<file path="src/logic/pfs_pkg.sv">
// timing and sizing constants for the pwm fault sequencer
// assumes a single 100 MHz core clock
package pfs_pkg;

   // ----------------------------------------------------------------
   // clock
   // ----------------------------------------------------------------
   localparam int unsigned CLK_KHZ = 100000;

   // ----------------------------------------------------------------
   // oscillator
   // ----------------------------------------------------------------
   localparam int unsigned OSC_K_KHZ_KOHM = 1300;
   localparam int unsigned BURST_KHZ = 22;
   localparam int unsigned BURST_PER_CYC = CLK_KHZ / BURST_KHZ;
   localparam int unsigned SHUF_HZ = 32;
   localparam int unsigned SHUF_PCT = 4;
   localparam int unsigned SHUF_SPAN = 16;
   localparam int unsigned SHUF_STEPS = 4 * SHUF_SPAN;
   localparam int unsigned SHUF_STEP_CYC =
      (CLK_KHZ * 1000) / (SHUF_HZ * SHUF_STEPS);

   // ----------------------------------------------------------------
   // pulse timing
   // ----------------------------------------------------------------
   localparam int unsigned BLANK_NS = 300;
   localparam int unsigned BLANK_CYC = (BLANK_NS * CLK_KHZ + 999999) / 1000000;
   localparam int unsigned SS_MS = 4;
   localparam int unsigned SS_STEPS = 256;
   localparam int unsigned SS_STEP_CYC = (SS_MS * CLK_KHZ) / SS_STEPS;

   // ----------------------------------------------------------------
   // fault debounce and restart
   // ----------------------------------------------------------------
   localparam int unsigned BO_DEB_MS = 50;
   localparam int unsigned BO_DEB_CYC = BO_DEB_MS * CLK_KHZ;
   localparam int unsigned OLP_DEB_MS = 250;
   localparam int unsigned OLP_DEB_CYC = OLP_DEB_MS * CLK_KHZ + 1;
   localparam int unsigned RESTART_MS = 1000;
   localparam int unsigned RESTART_CYC = RESTART_MS * CLK_KHZ;
   localparam int unsigned CNT_W = 27;

endpackage

</file>
<file path="src/logic/pfs_ctl_if.sv">
// links the sequencer core to its oscillator and soft-start ramp
// assumes all three run on the same clock
`timescale 1ns/1ns
`default_nettype none
interface pfs_ctl_if;
   logic [5:0] ri_kohm;
   logic burst;
   logic cyc_start;
   logic duty_ok;
   logic ss_hold;
   logic [7:0] ss_level;

   modport osc (input ri_kohm, input burst, output cyc_start, output duty_ok);
   modport ss (input ss_hold, output ss_level);
   modport ctl (output ri_kohm, output burst, output ss_hold,
                input cyc_start, input duty_ok, input ss_level);
endinterface
`default_nettype wire

</file>
<file path="src/logic/pfs_osc.sv">
// switching oscillator with triangular frequency shuffle
// assumes ri_kohm is a static setting from the core
`timescale 1ns/1ns
`default_nettype none
module pfs_osc #(
   parameter int unsigned SHUF_STEP_CYC = pfs_pkg::SHUF_STEP_CYC
) (
   input wire logic clock,
   input wire logic rst_b,
   pfs_ctl_if.osc bus
);
   logic [15:0] cnt_reg, cnt_next, per_reg, per_next;
   logic signed [5:0] tri_reg, tri_next;
   logic dir_reg, dir_next;
   logic [23:0] step_reg, step_next;
   logic [31:0] nom;
   logic signed [31:0] adj;

   always_comb
   begin
      nom = (32'(pfs_pkg::CLK_KHZ) * 32'(bus.ri_kohm))
            / 32'(pfs_pkg::OSC_K_KHZ_KOHM);
      if (bus.burst)
         nom = 32'(pfs_pkg::BURST_PER_CYC);
      adj = (signed'(nom) * 32'(tri_reg) * signed'(32'(pfs_pkg::SHUF_PCT)))
            / signed'(32'(100 * pfs_pkg::SHUF_SPAN));
      step_next = step_reg + 24'h000001;
      tri_next = tri_reg;
      dir_next = dir_reg;
      if (step_reg >= 24'(SHUF_STEP_CYC - 1))
      begin
         step_next = 24'h000000;
         if (dir_reg)
            tri_next = tri_reg + 6'sh01;
         else
            tri_next = tri_reg - 6'sh01;
         if (tri_next == 6'(pfs_pkg::SHUF_SPAN))
            dir_next = 1'b0;
         if (tri_next == -6'sh10)
            dir_next = 1'b1;
      end
      cnt_next = cnt_reg - 16'h0001;
      per_next = per_reg;
      if (cnt_reg == 16'h0000)
      begin
         per_next = 16'(signed'(nom) + adj);
         if (per_next < 16'h0004)
            per_next = 16'h0004;
         cnt_next = per_next - 16'h0001;
      end
   end

   always_ff @(posedge clock or negedge rst_b)
   begin
      if (!rst_b)
      begin
         cnt_reg <= 16'h0000;
         per_reg <= 16'h0004;
         tri_reg <= 6'sh00;
         dir_reg <= 1'b1;
         step_reg <= 24'h000000;
      end
      else
      begin
         cnt_reg <= cnt_next;
         per_reg <= per_next;
         tri_reg <= tri_next;
         dir_reg <= dir_next;
         step_reg <= step_next;
      end
   end

   assign bus.cyc_start = (cnt_reg == 16'h0000);
   // first half of each period only: duty limit
   assign bus.duty_ok = (cnt_reg >= {1'b0, per_reg[15:1]});
endmodule
`default_nettype wire

</file>
<file path="src/logic/pfs_ss.sv">
// soft-start ramp of the on-time ceiling
// assumes ss_hold is high whenever switching is blocked
`timescale 1ns/1ns
`default_nettype none
module pfs_ss (
   input wire logic clock,
   input wire logic rst_b,
   pfs_ctl_if.ss bus
);
   logic [7:0] lvl_reg, lvl_next;
   logic [11:0] cnt_reg, cnt_next;

   always_comb
   begin
      lvl_next = lvl_reg;
      cnt_next = cnt_reg + 12'h001;
      if (bus.ss_hold)
      begin
         lvl_next = 8'h00;
         cnt_next = 12'h000;
      end
      else if (cnt_reg >= 12'(pfs_pkg::SS_STEP_CYC - 1))
      begin
         cnt_next = 12'h000;
         if (lvl_reg != 8'hff)
            lvl_next = lvl_reg + 8'h01;
      end
   end

   always_ff @(posedge clock or negedge rst_b)
   begin
      if (!rst_b)
      begin
         lvl_reg <= 8'h00;
         cnt_reg <= 12'h000;
      end
      else
      begin
         lvl_reg <= lvl_next;
         cnt_reg <= cnt_next;
      end
   end

   assign bus.ss_level = lvl_reg;
endmodule
`default_nettype wire

</file>
<file path="src/logic/pfs_seq.sv">
// pwm fault sequencer: gate command, burst gating and protections
// assumes comparator results arrive asynchronous; reset from supply lockout
`timescale 1ns/1ns
`default_nettype none
module pfs_seq #(
   parameter int unsigned BO_DEB_CYC = pfs_pkg::BO_DEB_CYC,
   parameter int unsigned OLP_DEB_CYC = pfs_pkg::OLP_DEB_CYC,
   parameter int unsigned RESTART_CYC = pfs_pkg::RESTART_CYC,
   parameter int unsigned SHUF_STEP_CYC = pfs_pkg::SHUF_STEP_CYC
) (
   input wire logic clock,
   input wire logic rst_b,
   input wire logic fb_below_burst,
   input wire logic supply_below_preset,
   input wire logic fb_on_request,
   input wire logic sense_trip,
   input wire logic ilim_trip,
   input wire logic temp_below_otp,
   input wire logic otp_latch_mode,
   input wire logic line_below_bo,
   input wire logic overload_detect,
   input wire logic ri_float,
   input wire logic sense_float,
   input wire logic fb_float,
   input wire logic ri_short,
   input wire logic supply_below_release,
   input wire logic undervoltage_lockout_active,
   input wire logic [5:0] ri_kohm,
   output logic switch_drive,
   output logic burst_active,
   output logic overtemp_fault,
   output logic latch_shutdown,
   output logic brownout_fault,
   output logic overload_fault,
   output logic pin_fault
);
   // ----------------------------------------------------------------
   // types and helpers
   // ----------------------------------------------------------------
   typedef enum logic [1:0] {
      ST_OFF = 2'b00,
      ST_RUN = 2'b01,
      ST_OLP = 2'b10,
      ST_LATCH = 2'b11
   } pfs_state_e;

   localparam int unsigned NSYNC = 21;
   localparam int unsigned CW = pfs_pkg::CNT_W;

   // saturating count toward a limit
   function automatic logic [CW-1:0] sat_inc(
      input logic [CW-1:0] cnt,
      input logic [CW-1:0] lim
   );
      if (cnt >= lim)
         return lim;
      else
         return cnt + 1'b1;
   endfunction

   // ----------------------------------------------------------------
   // input synchroniser
   // ----------------------------------------------------------------
   logic [NSYNC-1:0] raw;
   logic [NSYNC-1:0] sy1_reg, sy2_reg;

   assign raw = {ri_kohm, undervoltage_lockout_active, supply_below_release, ri_short,
                 fb_float, sense_float, ri_float, overload_detect,
                 line_below_bo, otp_latch_mode, temp_below_otp, ilim_trip,
                 sense_trip, fb_on_request, supply_below_preset,
                 fb_below_burst};

   always_ff @(posedge clock or negedge rst_b)
   begin
      if (!rst_b)
      begin
         sy1_reg <= '0;
         sy2_reg <= '0;
      end
      else
      begin
         sy1_reg <= raw;
         sy2_reg <= sy1_reg;
      end
   end

   logic s_burst, s_low_sup, s_on_req, s_sense, s_ilim, s_temp, s_latch_mode;
   logic s_line, s_ovl, s_pin, s_release, s_undervoltage_lockout;

   assign s_burst = sy2_reg[0];
   assign s_low_sup = sy2_reg[1];
   assign s_on_req = sy2_reg[2];
   assign s_sense = sy2_reg[3];
   assign s_ilim = sy2_reg[4];
   assign s_temp = sy2_reg[5];
   assign s_latch_mode = sy2_reg[6];
   assign s_line = sy2_reg[7];
   assign s_ovl = sy2_reg[8];
   assign s_pin = |sy2_reg[12:9];
   assign s_release = sy2_reg[13];
   assign s_undervoltage_lockout = sy2_reg[14];

   // static resistor word, taken once two samples agree
   logic [5:0] ri3_reg, ri_reg, ri_next;

   assign ri_next = (sy2_reg[20:15] == ri3_reg) ? ri3_reg : ri_reg;

   always_ff @(posedge clock or negedge rst_b)
   begin
      if (!rst_b)
      begin
         ri3_reg <= 6'h00;
         ri_reg <= 6'h00;
      end
      else
      begin
         ri3_reg <= sy2_reg[20:15];
         ri_reg <= ri_next;
      end
   end

   // ----------------------------------------------------------------
   // sub-blocks
   // ----------------------------------------------------------------
   pfs_ctl_if ctl ();

   pfs_osc #(
      .SHUF_STEP_CYC(SHUF_STEP_CYC)
   ) u_osc (
      .clock(clock),
      .rst_b(rst_b),
      .bus(ctl.osc)
   );

   pfs_ss u_ss (
      .clock(clock),
      .rst_b(rst_b),
      .bus(ctl.ss)
   );

   // ----------------------------------------------------------------
   // fault sequencing
   // ----------------------------------------------------------------
   pfs_state_e st_reg, st_next;
   logic [CW-1:0] bo_reg, bo_next;
   logic [CW-1:0] olp_reg, olp_next;
   logic [CW-1:0] rst_cnt_reg, rst_cnt_next;
   logic latch_set, bo_hit, olp_hit, otp_auto, blocked;

   assign latch_set = s_temp & s_latch_mode;
   // auto mode blocks only while present
   assign otp_auto = s_temp & ~s_latch_mode;
   // line low for the debounce time
   assign bo_hit = (bo_reg >= CW'(BO_DEB_CYC));
   assign olp_hit = (olp_reg >= CW'(OLP_DEB_CYC));

   always_comb
   begin
      st_next = st_reg;
      bo_next = '0;
      olp_next = '0;
      rst_cnt_next = '0;
      if (s_line)
         bo_next = sat_inc(bo_reg, CW'(BO_DEB_CYC));
      unique case (st_reg)
         ST_OFF:
         begin
            if (latch_set)
               st_next = ST_LATCH;
            else if (!s_undervoltage_lockout)
               st_next = ST_RUN;
         end
         ST_RUN:
         begin
            if (s_ovl)
               olp_next = sat_inc(olp_reg, CW'(OLP_DEB_CYC));
            if (latch_set)
               st_next = ST_LATCH;
            else if (s_undervoltage_lockout)
               st_next = ST_OFF;
            else if (olp_hit)
               st_next = ST_OLP;
         end
         ST_OLP:
         begin
            rst_cnt_next = sat_inc(rst_cnt_reg, CW'(RESTART_CYC));
            if (latch_set)
               st_next = ST_LATCH;
            // each overload entry gets a full period
            else if (rst_cnt_reg >= CW'(RESTART_CYC - 1))
            begin
               if (s_undervoltage_lockout)
                  st_next = ST_OFF;
               else
                  st_next = ST_RUN;
            end
         end
         ST_LATCH:
         begin
            // release only on low supply, set wins
            if (s_release && !latch_set)
               st_next = ST_OFF;
         end
      endcase
   end

   always_ff @(posedge clock or negedge rst_b)
   begin
      if (!rst_b)
      begin
         st_reg <= ST_OFF;
         bo_reg <= '0;
         olp_reg <= '0;
         rst_cnt_reg <= '0;
      end
      else
      begin
         st_reg <= st_next;
         bo_reg <= bo_next;
         olp_reg <= olp_next;
         rst_cnt_reg <= rst_cnt_next;
      end
   end

   assign blocked = (st_reg != ST_RUN) | s_undervoltage_lockout | otp_auto | latch_set
                    | bo_hit | s_pin;

   // ----------------------------------------------------------------
   // gate pulse generation
   // ----------------------------------------------------------------
   logic pulse_en;
   logic gate_reg, gate_next;
   logic [11:0] on_reg, on_next;
   logic blank_over, ss_limit;
   logic [11:0] ss_cap;

   assign ctl.burst = s_burst;
   assign ctl.ri_kohm = ri_reg;
   assign ctl.ss_hold = blocked;
   assign pulse_en = ~s_burst | (s_low_sup & s_on_req);
   assign blank_over = (on_reg >= 12'(pfs_pkg::BLANK_CYC));
   assign ss_cap = {ctl.ss_level, 4'h0};
   assign ss_limit = (on_reg >= ss_cap);

   always_comb
   begin
      gate_next = 1'b0;
      on_next = 12'h000;
      // off whenever burst enable is missing
      if (blocked || !pulse_en)
         gate_next = 1'b0;
      else if (gate_reg)
      begin
         gate_next = 1'b1;
         on_next = on_reg + 12'h001;
         if (!ctl.duty_ok || ss_limit)
            gate_next = 1'b0;
         // sense or limit trip ends on-time
         if (blank_over && (s_sense || s_ilim))
            gate_next = 1'b0;
         if (!gate_next)
            on_next = 12'h000;
      end
      else if (ctl.cyc_start && ctl.ss_level != 8'h00)
      begin
         gate_next = 1'b1;
         on_next = 12'h001;
      end
   end

   always_ff @(posedge clock or negedge rst_b)
   begin
      if (!rst_b)
      begin
         gate_reg <= 1'b0;
         on_reg <= 12'h000;
      end
      else
      begin
         gate_reg <= gate_next;
         on_reg <= on_next;
      end
   end

   // ----------------------------------------------------------------
   // outputs
   // ----------------------------------------------------------------
   logic ot_reg, bu_reg, bo_out_reg, pin_reg;

   always_ff @(posedge clock or negedge rst_b)
   begin
      if (!rst_b)
      begin
         ot_reg <= 1'b0;
         bu_reg <= 1'b0;
         bo_out_reg <= 1'b0;
         pin_reg <= 1'b0;
      end
      else
      begin
         ot_reg <= s_temp;
         bu_reg <= s_burst;
         bo_out_reg <= bo_hit;
         pin_reg <= s_pin;
      end
   end

   assign switch_drive = gate_reg;
   assign overtemp_fault = ot_reg;
   assign burst_active = bu_reg;
   assign brownout_fault = bo_out_reg;
   assign pin_fault = pin_reg;
   assign latch_shutdown = (st_reg == ST_LATCH);
   assign overload_fault = (st_reg == ST_OLP);
endmodule
`default_nettype wire

</file>
<file path="config.mk">
export PLATFORM = sky130hd
export DESIGN_NAME = pfs_seq
export DESIGN_NICKNAME = d
export VERILOG_FILES = /design/src/logic/pfs_pkg.sv /design/src/logic/pfs_ctl_if.sv /design/src/logic/pfs_osc.sv /design/src/logic/pfs_ss.sv /design/src/logic/pfs_seq.sv
export SDC_FILE = /design/constraint.sdc
export NUM_CORES = 1
export LEC_CHECK = 0
export BUFFER_PORTS_ARGS = -buffer_cell sky130_fd_sc_hd__buf_2
export CAP_MARGIN = 20
export CORE_MARGIN = 2
export CORE_UTILIZATION = 40
export DETAILED_ROUTE_END_ITERATION = 6
export GPL_TIMING_DRIVEN = 0
export PLACE_DENSITY = 0.64
export SLEW_MARGIN = 25
export SYNTH_ARGS = -nofsm -noshare
export SYNTH_HDL_FRONTEND = slang
export SYNTH_HIERARCHICAL = 1
export SYNTH_SLANG_ARGS = --single-unit
</file>
<file path="constraint.sdc">
create_clock -name clock -period 39.4 [get_ports clock]
set_input_delay 7.88 -clock clock [delete_from_list [all_inputs] [get_ports clock]]
set_output_delay 7.88 -clock clock [all_outputs]
set_load 0.1 [all_outputs]
</file>
# Yosys cells after proc, flatten, opt, wreduce, memory -nomap -nowiden
# Index checks and enable logic that the tools add are counted.
op_classes:
  n_eq_ne: 12
  n_reduce_logical: 19
  bitwise: 11
  n_mul: 2
  mux: 42
  n_addsub: 12
  n_lt_le_gt_ge: 10
  div: 2
  n_shift: 0
ops:
  columns: ["operator", "n"]
  rows:
  - ["$mux 27", 7]
  - ["$add 27x1->27 const B", 3]
  - ["$mux 12", 5]
  - ["$ge 27x27->1 const B", 2]
  - ["$mux 16", 3]
  - ["$div 23x11->32 const B", 1]
  - ["$div 32x12->32 const B", 1]
  - ["$mul 32x6->30", 1]
  - ["$mux 32", 1]
  - ["$sub 16x1->16 const B", 2]
  - ["$ge 27x23->1 const B", 1]
  - ["$ge 27x25->1 const B", 1]
  - ["$add 12x1->12 const B", 2]
  - ["$add 24x1->24 const B", 1]
  - ["$ge 24x16->1 const B", 1]
  - ["$mux 24", 1]
  - ["$mux 8", 3]
  - ["$mul 12x6->18 const A", 1]
  - ["$add 16x16->16", 1]
  - ["$ge 16x15->1", 1]
  - ["$logic_not 16->1", 1]
  - ["$lt 16x3->1 const B", 1]
  - ["$mux 2", 8]
  - ["$eq 6x5->1 const B", 2]
  - ["other kinds (29)", 59]
totals:
  n_memories: 0
  romBits: 0
  ff_bits: 237
  latch_bits: 0
  out_inout_bits: 7
  mem_bits_rw: 0
  word_cells: 131

# Depth between registers and ports, before layout
# Gate-level depths: netlist of the first run.
depth:
  depth_word: 11
  ltp_mapped: 186
  mapped_depth_nobuf: 165

# By module
# Netlist of the first run, hierarchy kept.
by_module_without_submodules:
  columns: ["module", "cells_each", "seq_area_each_um2", "area_each_um2", "n_inst"]
  rows:
  - ["pfs_osc", 2785, 1554.0, 20623.5, 1]
  - ["pfs_seq", 590, 3853.7, 6598.8, 1]
  - ["pfs_ss", 103, 500.5, 1109.8, 1]

# Worst setup path after synthesis of the first run
# Ideal clock, no wire load.
synth_timing:
  kind: "register to register"
  from: "register ri_reg[0], in the netlist ctl.ri_kohm[0]"
  to: "register u_osc.cnt_reg[8]"
  setup_ps: 142
  path_stages_with_launch: 172
  period_less_slack_ps: 37354
  t_arrival_ps: 37212
  path_slack_ps: 2046
  path_cell_list: "dfrtp_1 > inv_1 > ha_1 > ha_1 > inv_1 > fa_1 > inv_1 > ha_1 > a21o_1 > and4_1 > or3_1 > a22o_2 > a2111oi_4 > nor4_1 > a211o_1 > a21boi_4 > or2_1 > buf_2 > [... 136 more ...] > o21bai_1 > a21oi_1 > nor2b_1 > nor4_1 > a21oi_1 > a311o_1 > o221ai_1 > a32o_1 > and2_1 > buf_6 > nor2_2 > a21oi_1 > ha_1 > nand2_1 > nor3_1 > o21ai_1 > a2111oi_0 > o221ai_1"
synth_via:
  elab_chain_cells: 11
synth_rtl:
  columns: ["item", "line", "source"]
  rows:
  - ["start, declared", "pfs_seq.sv:104", "logic [5:0] ri3_reg, ri_reg, ri_next;"]
  - ["start signal, assigned", "pfs_seq.sv:118", "ri_reg <= ri_next;"]
  - ["$mul 12x6->18 (*)", "pfs_osc.sv:21", "nom = (32'(pfs_pkg::CLK_KHZ) * 32'(bus.ri_kohm))"]
  - ["$div 23x11->32 (*)", "pfs_osc.sv:22", "/ 32'(pfs_pkg::OSC_K_KHZ_KOHM);"]
  - ["$mux 32 (*)", "pfs_osc.sv:23", "if (bus.burst)"]
  - ["$mul 32x6->30", "pfs_osc.sv:25", "adj = (signed'(nom) * 32'(tri_reg) * signed'(32'(pfs_pkg::SHUF_PCT)))"]
  - ["$div 32x12->32", "pfs_osc.sv:26", "/ signed'(32'(100 * pfs_pkg::SHUF_SPAN));"]
  - ["$add 16x16->16 (*)", "pfs_osc.sv:46", "per_next = 16'(signed'(nom) + adj);"]
  - ["$lt 16x3->1", "pfs_osc.sv:47", "if (per_next < 16'h0004)"]
  - ["$mux 16 (*)", "pfs_osc.sv:47", null]
  - ["$mux 16 (*)", "pfs_osc.sv:44", "if (cnt_reg == 16'h0000)"]
  - ["$sub 16x1->16 (*)", "pfs_osc.sv:49", "cnt_next = per_next - 16'h0001;"]
  - ["$mux 16 (*)", "pfs_osc.sv:44", null]
  - ["net u_osc.cnt_next[8]", "pfs_osc.sv:12", "logic [15:0] cnt_reg, cnt_next, per_reg, per_next;"]
  - ["end signal, assigned", "pfs_osc.sv:65", "cnt_reg <= cnt_next;"]
  - ["end, declared", "pfs_osc.sv:12", null]
# Mark *: on every way through the listed nets, which the timed path passes. The rest lies on a longest branch. The select of a mux whose other input is x is not followed.
# A chain may end at the register's enable or synchronous reset.

# Worst setup path after layout of the first run
# Same ends and word-level chain as after synthesis.

==> results of run 1 <==
## routing by layer
layer | global-route usage | wire length, um | up-vias
li1 | - | - | 13447
met1 | 0.288 | 37400 | 13523
met5 | 0 | 0 | -
met3 | 0.0149 | 3330 | 122
met4 | 0.0461 | 1630 | 0
met2 | 0.342 | 38200 | 752
## worst max path at each step
stage / start / end / slack (ns) / depth (start not counted)
3_3_place_gp: ctl.ri_kohm[0] / u_osc/cnt_reg[8] / -5.74 / 169
4_1_cts: ctl.ri_kohm[0] / u_osc/cnt_reg[8] / 0.04 / 180
2_1_floorplan: ctl.ri_kohm[0] / u_osc/cnt_reg[8] / 2.05 / 171
6_report: ctl.ri_kohm[0] / u_osc/cnt_reg[8] / 1.31 / 177
5_1_grt: ctl.ri_kohm[3] / u_osc/cnt_reg[8] / -0.44 / 179
3_5_place_dp: ctl.ri_kohm[0] / u_osc/cnt_reg[8] / -5.72 / 168
## metrics by stage
stage	hold WS [ns]	utilization
2_1_floorplan	0.331	-
3_3_place_gp	0.333	0.424
3_5_place_dp	0.335	0.426
4_1_cts	0.345	0.463
5_1_grt	0.353	0.494
6_report	0.344	0.494
## worst max-delay path: cells and delay by family, from the launching register on
kind                       cells  cell delay, ns
DFF                            1            0.47
adders and majority gates     16            5.88
and+or+nand+nor               36            7.80
AOI/OAI and AO/OA             87           17.35
buffers and inverters         27            3.71
muxes                          3            0.95
xor gates and xnor gates       8            1.67
## synth_stat cells, types with 27 or more instances
library cell,instances
nand2_1,292
nor2_1,291
dfrtp_1,234
a21oi_1,209
xnor2_1,202
inv_1,176
ha_1,151
nand3_1,137
o21ai_0,127
nor3_1,110
xor2_1,110
clkbuf_1,64
and2_1,60
and3_1,57
fa_1,51
or3_1,47
a21o_1,46
nand4_1,46
a31oi_1,45
nor4_1,45
o211ai_1,44
o21ai_1,40
a211oi_1,36
nand2b_1,36
mux2i_1,34
o31ai_1,34
o21bai_1,28
buf_2,27
## cell families after synthesis
logic type,after synthesis,synth area share
compound gates,1029,0.273
mux,60,0.0227
simple gates,1308,0.240
other cells,3,0.000397
xor+xnor,322,0.103
fa+ha+maj,207,0.105
flops,236,0.209
buf+inv,313,0.0478
## layout make-up
| cell class | count | area [sq um] |
|---|---|---|
| fill | 6683 | 35400 |
| multi-input combinational | 2941 | 23500 |
| sequential | 236 | 5910 |
| timing repair buffer | 224 | 1750 |
| tap | 940 | 1180 |
| clock buffer | 39 | 761 |
| inverter | 185 | 703 |
| buffer | 117 | 693 |
| clock inverter | 8 | 75.1 |
## timing repair
| item | CTS | global route |
|---|---|---|
| pin swaps | 63 | 139 |
| endpoints found under the hold margin | 0 | 0 |
| resized for setup | 197 | 282 |
| gates cloned | 0 | 1 |
| endpoints found under the setup margin | 31 | 31 |
| buffers inserted | 96 | 95 |
==> run_results.csv, run 1 <==
group,metric,value,unit
outcome,run_status,"finished clean",
timing,max_slew_margin,0.307,
finish,most_common_cell_after_layout_fill_and_taps_aside,"nand2_1",
drt,route.final.wire_length,80600,um
timing,finalMaxSlewViolations,0,
timing,timing.final.setup_violations,0,
die,die_area,73000,sq um
finish,final_design_area_no_fill,34600,sq um
global_routing,first_global_vias,25685,
drt,firstDrtPassIters,5,
clock_network,cts-buffers-inserted,26,
drt,final_antenna_net_count,0,
die,fp.coreArea,70000,sq um
worst_setup_path,worstSetupStartpointType,"register",
min_path,min_path_type,"reg2reg",
yosys,synth_edf_count,0,
placed_design,numPortBuffers,29,
global_routing,pin_count_of_the_biggest_net_entering_global_routing,68,
timing,final.setup_skew,0.0222,ns
drt,drc,0,
yosys,syn_area,28300,sq um
worst_setup_path,critical_path_peak_fanout,10,
finish,flow.area_growth_from_synthesis,22.0,%
clock_network,cts_max_path_buffers,3,
yosys,synth.area.top_cells,"dfrtp_1 21%, ha_1 6.7%, xnor2_1 6.2%",
min_path,hold_path_depth,0,
clock_network,cts_htree_levels,1,
finish,drive_above_1_share,0.218,
yosys,yosysTopAreaCellShare,0.207,
finish,leading_cell_types_in_the_layout_fill_and_taps_excluded,"285 x nand2_1, 278 x nor2_1, 232 x dfrtp_1",
yosys,async_set_or_reset_register_ratio_after_synthesis,1.00,
yosys,ys.warnings.count,6,
yosys,synth.distinct_cells,159,
finish,design.final.nets,3956,
worst_setup_path,worstPathRequired,39.80,ns
worst_setup_path,critPathArrivalTime,38.49,ns
worst_setup_path,reg2reg_setup_slack,1.31,ns
die,row_count,97,
worst_setup_path,r2r_cells,177,
die,initial_utilization,0.405,
global_routing,antenna_violations_before_repair,0,
yosys,synthesis.area_per_instance,8.15,sq um
finish,num_antenna_cells,0,
worst_setup_path,timing_worst_setup_path_type,"reg2reg",
timing,post-route-worst-setup-slack,1.31,ns
min_path,hold_path_startpoint,"sy1_reg[2]",
die,floorplan.die.width,270,um
timing,timing.setup.tns,0,ns
timing,timing.final.hold_violations,0,
finish,final_cells,4690,
job,max_capacitance_violation_total,0,
die,top_level_ports,30,
clock_network,cts_tree,"yes",
yosys,yosysSeqAreaShare,0.209,
clock_network,path_clk_slew,0.06,ns
yosys,synth.ff_latch_count,236,
timing,fmax,0.0263,GHz
placed_design,placedInstanceArea,29800,sq um
drt,route.vias.total,27844,
worst_setup_path,setup.worst_path.end_class,"register",
drt,post_drt_wl_per_cell,17.2,um
global_routing,global_route.overflow_total,0,
drt,dr_iter_0_viols,1892,
die,die_h,270,um
timing,period_needed,38.09,ns
yosys,synth_cells,3478,
min_path,hold-path-endpoint,"sy2_reg[2]",
placed_design,gpl.final_weighted_congestion,0.896,
worst_setup_path,critical_path.max_stage_delay,0.56,ns
yosys,ys.flop_type,"dfrtp_1",
global_routing,grt_first_pass_wirelength,129000,um
clock_network,cts_num_sinks,236,
clock_network,worst_skew_pair.late_latency,0.54,ns
placed_design,setup_slack_at_placement,-5.72,ns
clock_network,clock-root-buffer,"clkbuf_16",
placed_design,half_perimeter_wire_length_after_detailed_placement,58400,um
global_routing,global_route.usage.total,0.205,
worst_setup_path,crit-reg2reg-launch,"ctl.ri_kohm[0]",
yosys,synth_top_cell_by_area,"dfrtp_1",
drt,detail_route.vias_per_cell,5.94,
placed_design,dp.cells,4462,
worst_setup_path,crit_reg_reg_endpoint,"u_osc/cnt_reg[8]",
timing,period_share,0.967,
worst_setup_path,critical-path-slowest-cell,"or4_4",
timing,worst-slew-pin-transition,1.03,ns
clock_network,cts_hold_buffers,0,
Power of run 1 is left out: the tool's default activity adds up to more than one toggle a clock period on the data nets, which glitch-free logic cannot reach.
==> inputs of run 2 (changes only) <==
--- a/config.mk
+++ b/config.mk
@@ -7,7 +7,6 @@
 export LEC_CHECK = 0
 export BUFFER_PORTS_ARGS = -buffer_cell sky130_fd_sc_hd__buf_2
 export CAP_MARGIN = 20
-export CORE_MARGIN = 2
 export CORE_UTILIZATION = 40
 export DETAILED_ROUTE_END_ITERATION = 6
 export GPL_TIMING_DRIVEN = 0
==> run_results.csv, run 2 (synthesis gave the netlist of run 1 again) <==
group,metric,value,unit
worst_setup_path,critPathArrivalTime,38.52,ns
job,max_capacitance_violation_total,0,
global_routing,grt_most_used_layer,"met2",
clock_network,clock-root-buffer,"clkbuf_16",
finish,design.final.nets,3983,
clock_network,cts_hold_buffers,0,
worst_setup_path,worstPathRequired,39.85,ns
timing,timing.final.hold_violations,0,
die,initial_utilization,0.405,
timing,period_share,0.966,
die,top_level_ports,30,
finish,layout.area.seq,5910,sq um
worst_setup_path,critical_path.max_stage_delay,0.57,ns
drt,final_antenna_net_count,0,
min_path,hold_path_depth,0,
timing,rsz_0062_raised_after_global_routing,"yes",
finish,multi_input_gate_area,23500,sq um
global_routing,first_global_vias,24998,
clock_network,worst_skew_pair.late_latency,0.56,ns
global_routing,antenna_violations_before_repair,0,
timing,worst-slew-pin-transition,1.10,ns
clock_network,cts_max_path_buffers,3,
die,floorplan.die.width,268,um
finish,num_antenna_cells,0,
clock_network,cts_tree,"yes",
worst_setup_path,critical-path-slowest-cell,"or4_4",
finish,drive_above_1_share,0.219,
drt,detail_route.vias_per_cell,5.93,
finish,flow.area_growth_from_synthesis,22.8,%
finish,final_cells,4717,
drt,firstDrtPassIters,7,
drt,route.final.wire_length,81300,um
min_path,hold-path-endpoint,"sy2_reg[2]",
worst_setup_path,critical_path_peak_fanout,10,
min_path,min_path_type,"reg2reg",
die,die_h,268,um
timing,max_slew_margin,0.263,
worst_setup_path,worstSetupStartpointType,"register",
worst_setup_path,critical_path.startpoint,"ctl.ri_kohm[1]",
global_routing,global_route.usage.total,0.210,
placed_design,half_perimeter_wire_length_after_detailed_placement,58100,um
placed_design,numPortBuffers,29,
timing,period_needed,38.07,ns
clock_network,path_clk_slew,0.06,ns
global_routing,grtUsageMet2,0.338,
die,row_count,97,
finish,fill_cells,6589,
finish,leading_cell_types_in_the_layout_fill_and_taps_excluded,"285 x nand2_1, 282 x nor2_1, 232 x dfrtp_1",
timing,final.setup_skew,0.0325,ns
timing,finalHoldWorstSlack,0.347,ns
worst_setup_path,setup.worst_path.end_class,"register",
worst_setup_path,reg2reg_setup_slack,1.33,ns
worst_setup_path,path_common_cell,"buf_4",
clock_network,cts_num_sinks,236,
placed_design,gpl.final_weighted_congestion,0.899,
finish,most_common_cell_after_layout_fill_and_taps_aside,"nand2_1",
die,fp.coreArea,70000,sq um
outcome,run_status,"finished clean",
drt,post_drt_wl_per_cell,17.2,um
global_routing,globalRouteMet1Util,0.296,
global_routing,global_route.overflow_total,0,
global_routing,global_route.usage.met3,0.0235,
min_path,hold_path_startpoint,"sy1_reg[2]",
worst_setup_path,crit-reg2reg-launch,"ctl.ri_kohm[1]",
clock_network,cts-buffers-inserted,26,
timing,finalMaxSlewViolations,0,
drt,route.vias.total,27965,
global_routing,pin_count_of_the_biggest_net_entering_global_routing,96,
clock_network,cts_htree_levels,1,
timing,timing.final.setup_violations,0,
placed_design,dp.cells,4461,
timing,fmax,0.0263,GHz
worst_setup_path,r2r_cells,169,
die,die_area,71900,sq um
drt,drc,0,
worst_setup_path,crit_reg_reg_endpoint,"u_osc/cnt_reg[12]",
global_routing,grt_first_pass_wirelength,127000,um
worst_setup_path,timing_worst_setup_path_type,"reg2reg",
drt,dr_iter_0_viols,2053,
run 2: changes by cell type in the layout (fill, tap and decap cells not counted), moves of 6 or more:
cell	delta
buf_4	+16
buf_6	+11
a21oi_2	-9
a21oi_1	+6
run 2: layer usage:
metal  vias to the layer above  wire (um)
li1                      13509          -
met1                     13469      36800
met2                       857      38500
met3                       130       4310
met4                         0       1650
met5                         -          0
run 2: timing repair:
| item | 4_1_cts | 5_1_grt |
|---|---|---|
| hold endpoints to repair | 0 | 0 |
| gates cloned | 0 | 2 |
| gates resized for setup | 181 | 298 |
| endpoints found under the setup margin | 31 | 31 |
| setup buffers | 108 | 108 |
| pin swaps | 47 | 141 |
run 2: final cells by class:
type / instances / share of cell area
Buffer: 119 / 0.0203
Clock buffer: 37 / 0.0210
Clock inverter: 10 / 0.00467
Inverter: 185 / 0.0202
Multi-Input combinational cell: 2942 / 0.675
Sequential cell: 236 / 0.170
Tap cell: 940 / 0.0338
Timing Repair Buffer: 248 / 0.0552
run 2: through the flow:
step / instance area, sq um / util / TNS, ns / worst slack, ns
finish: 34800 / 0.497 / 0 / 1.33
CTS: 32400 / 0.462 / 0 / 0.0320
global route: 34800 / 0.497 / -1.75 / -0.381
global placement: 29700 / 0.424 / -125.79 / -5.39
detailed placement: 29800 / 0.425 / -122.75 / -5.30
floorplan: 28400 / - / 0 / 2.05
run 2: worst max-delay path by stage:
stage / to / slack, ns
4_1_cts: u_osc/cnt_reg[8] / 0.03
3_3_place_gp: u_osc/cnt_reg[8] / -5.39
5_1_grt: u_osc/cnt_reg[14] / -0.38
3_5_place_dp: u_osc/cnt_reg[8] / -5.30
2_1_floorplan: u_osc/cnt_reg[8] / 2.05
6_report: u_osc/cnt_reg[12] / 1.33
run 2: critical path: cells and delay by family, from the launching register on:
kind | cells | cell delay [ns]
buffers and inverters | 29 | 3.98
xor gates and xnor gates | 6 | 1.04
adders and majority gates | 16 | 6.05
DFF | 1 | 0.48
muxes | 2 | 0.59
AOI/OAI and AO/OA | 77 | 16.30
and+or+nand+nor | 39 | 9.43
Power of run 2 is left out for the same reason.
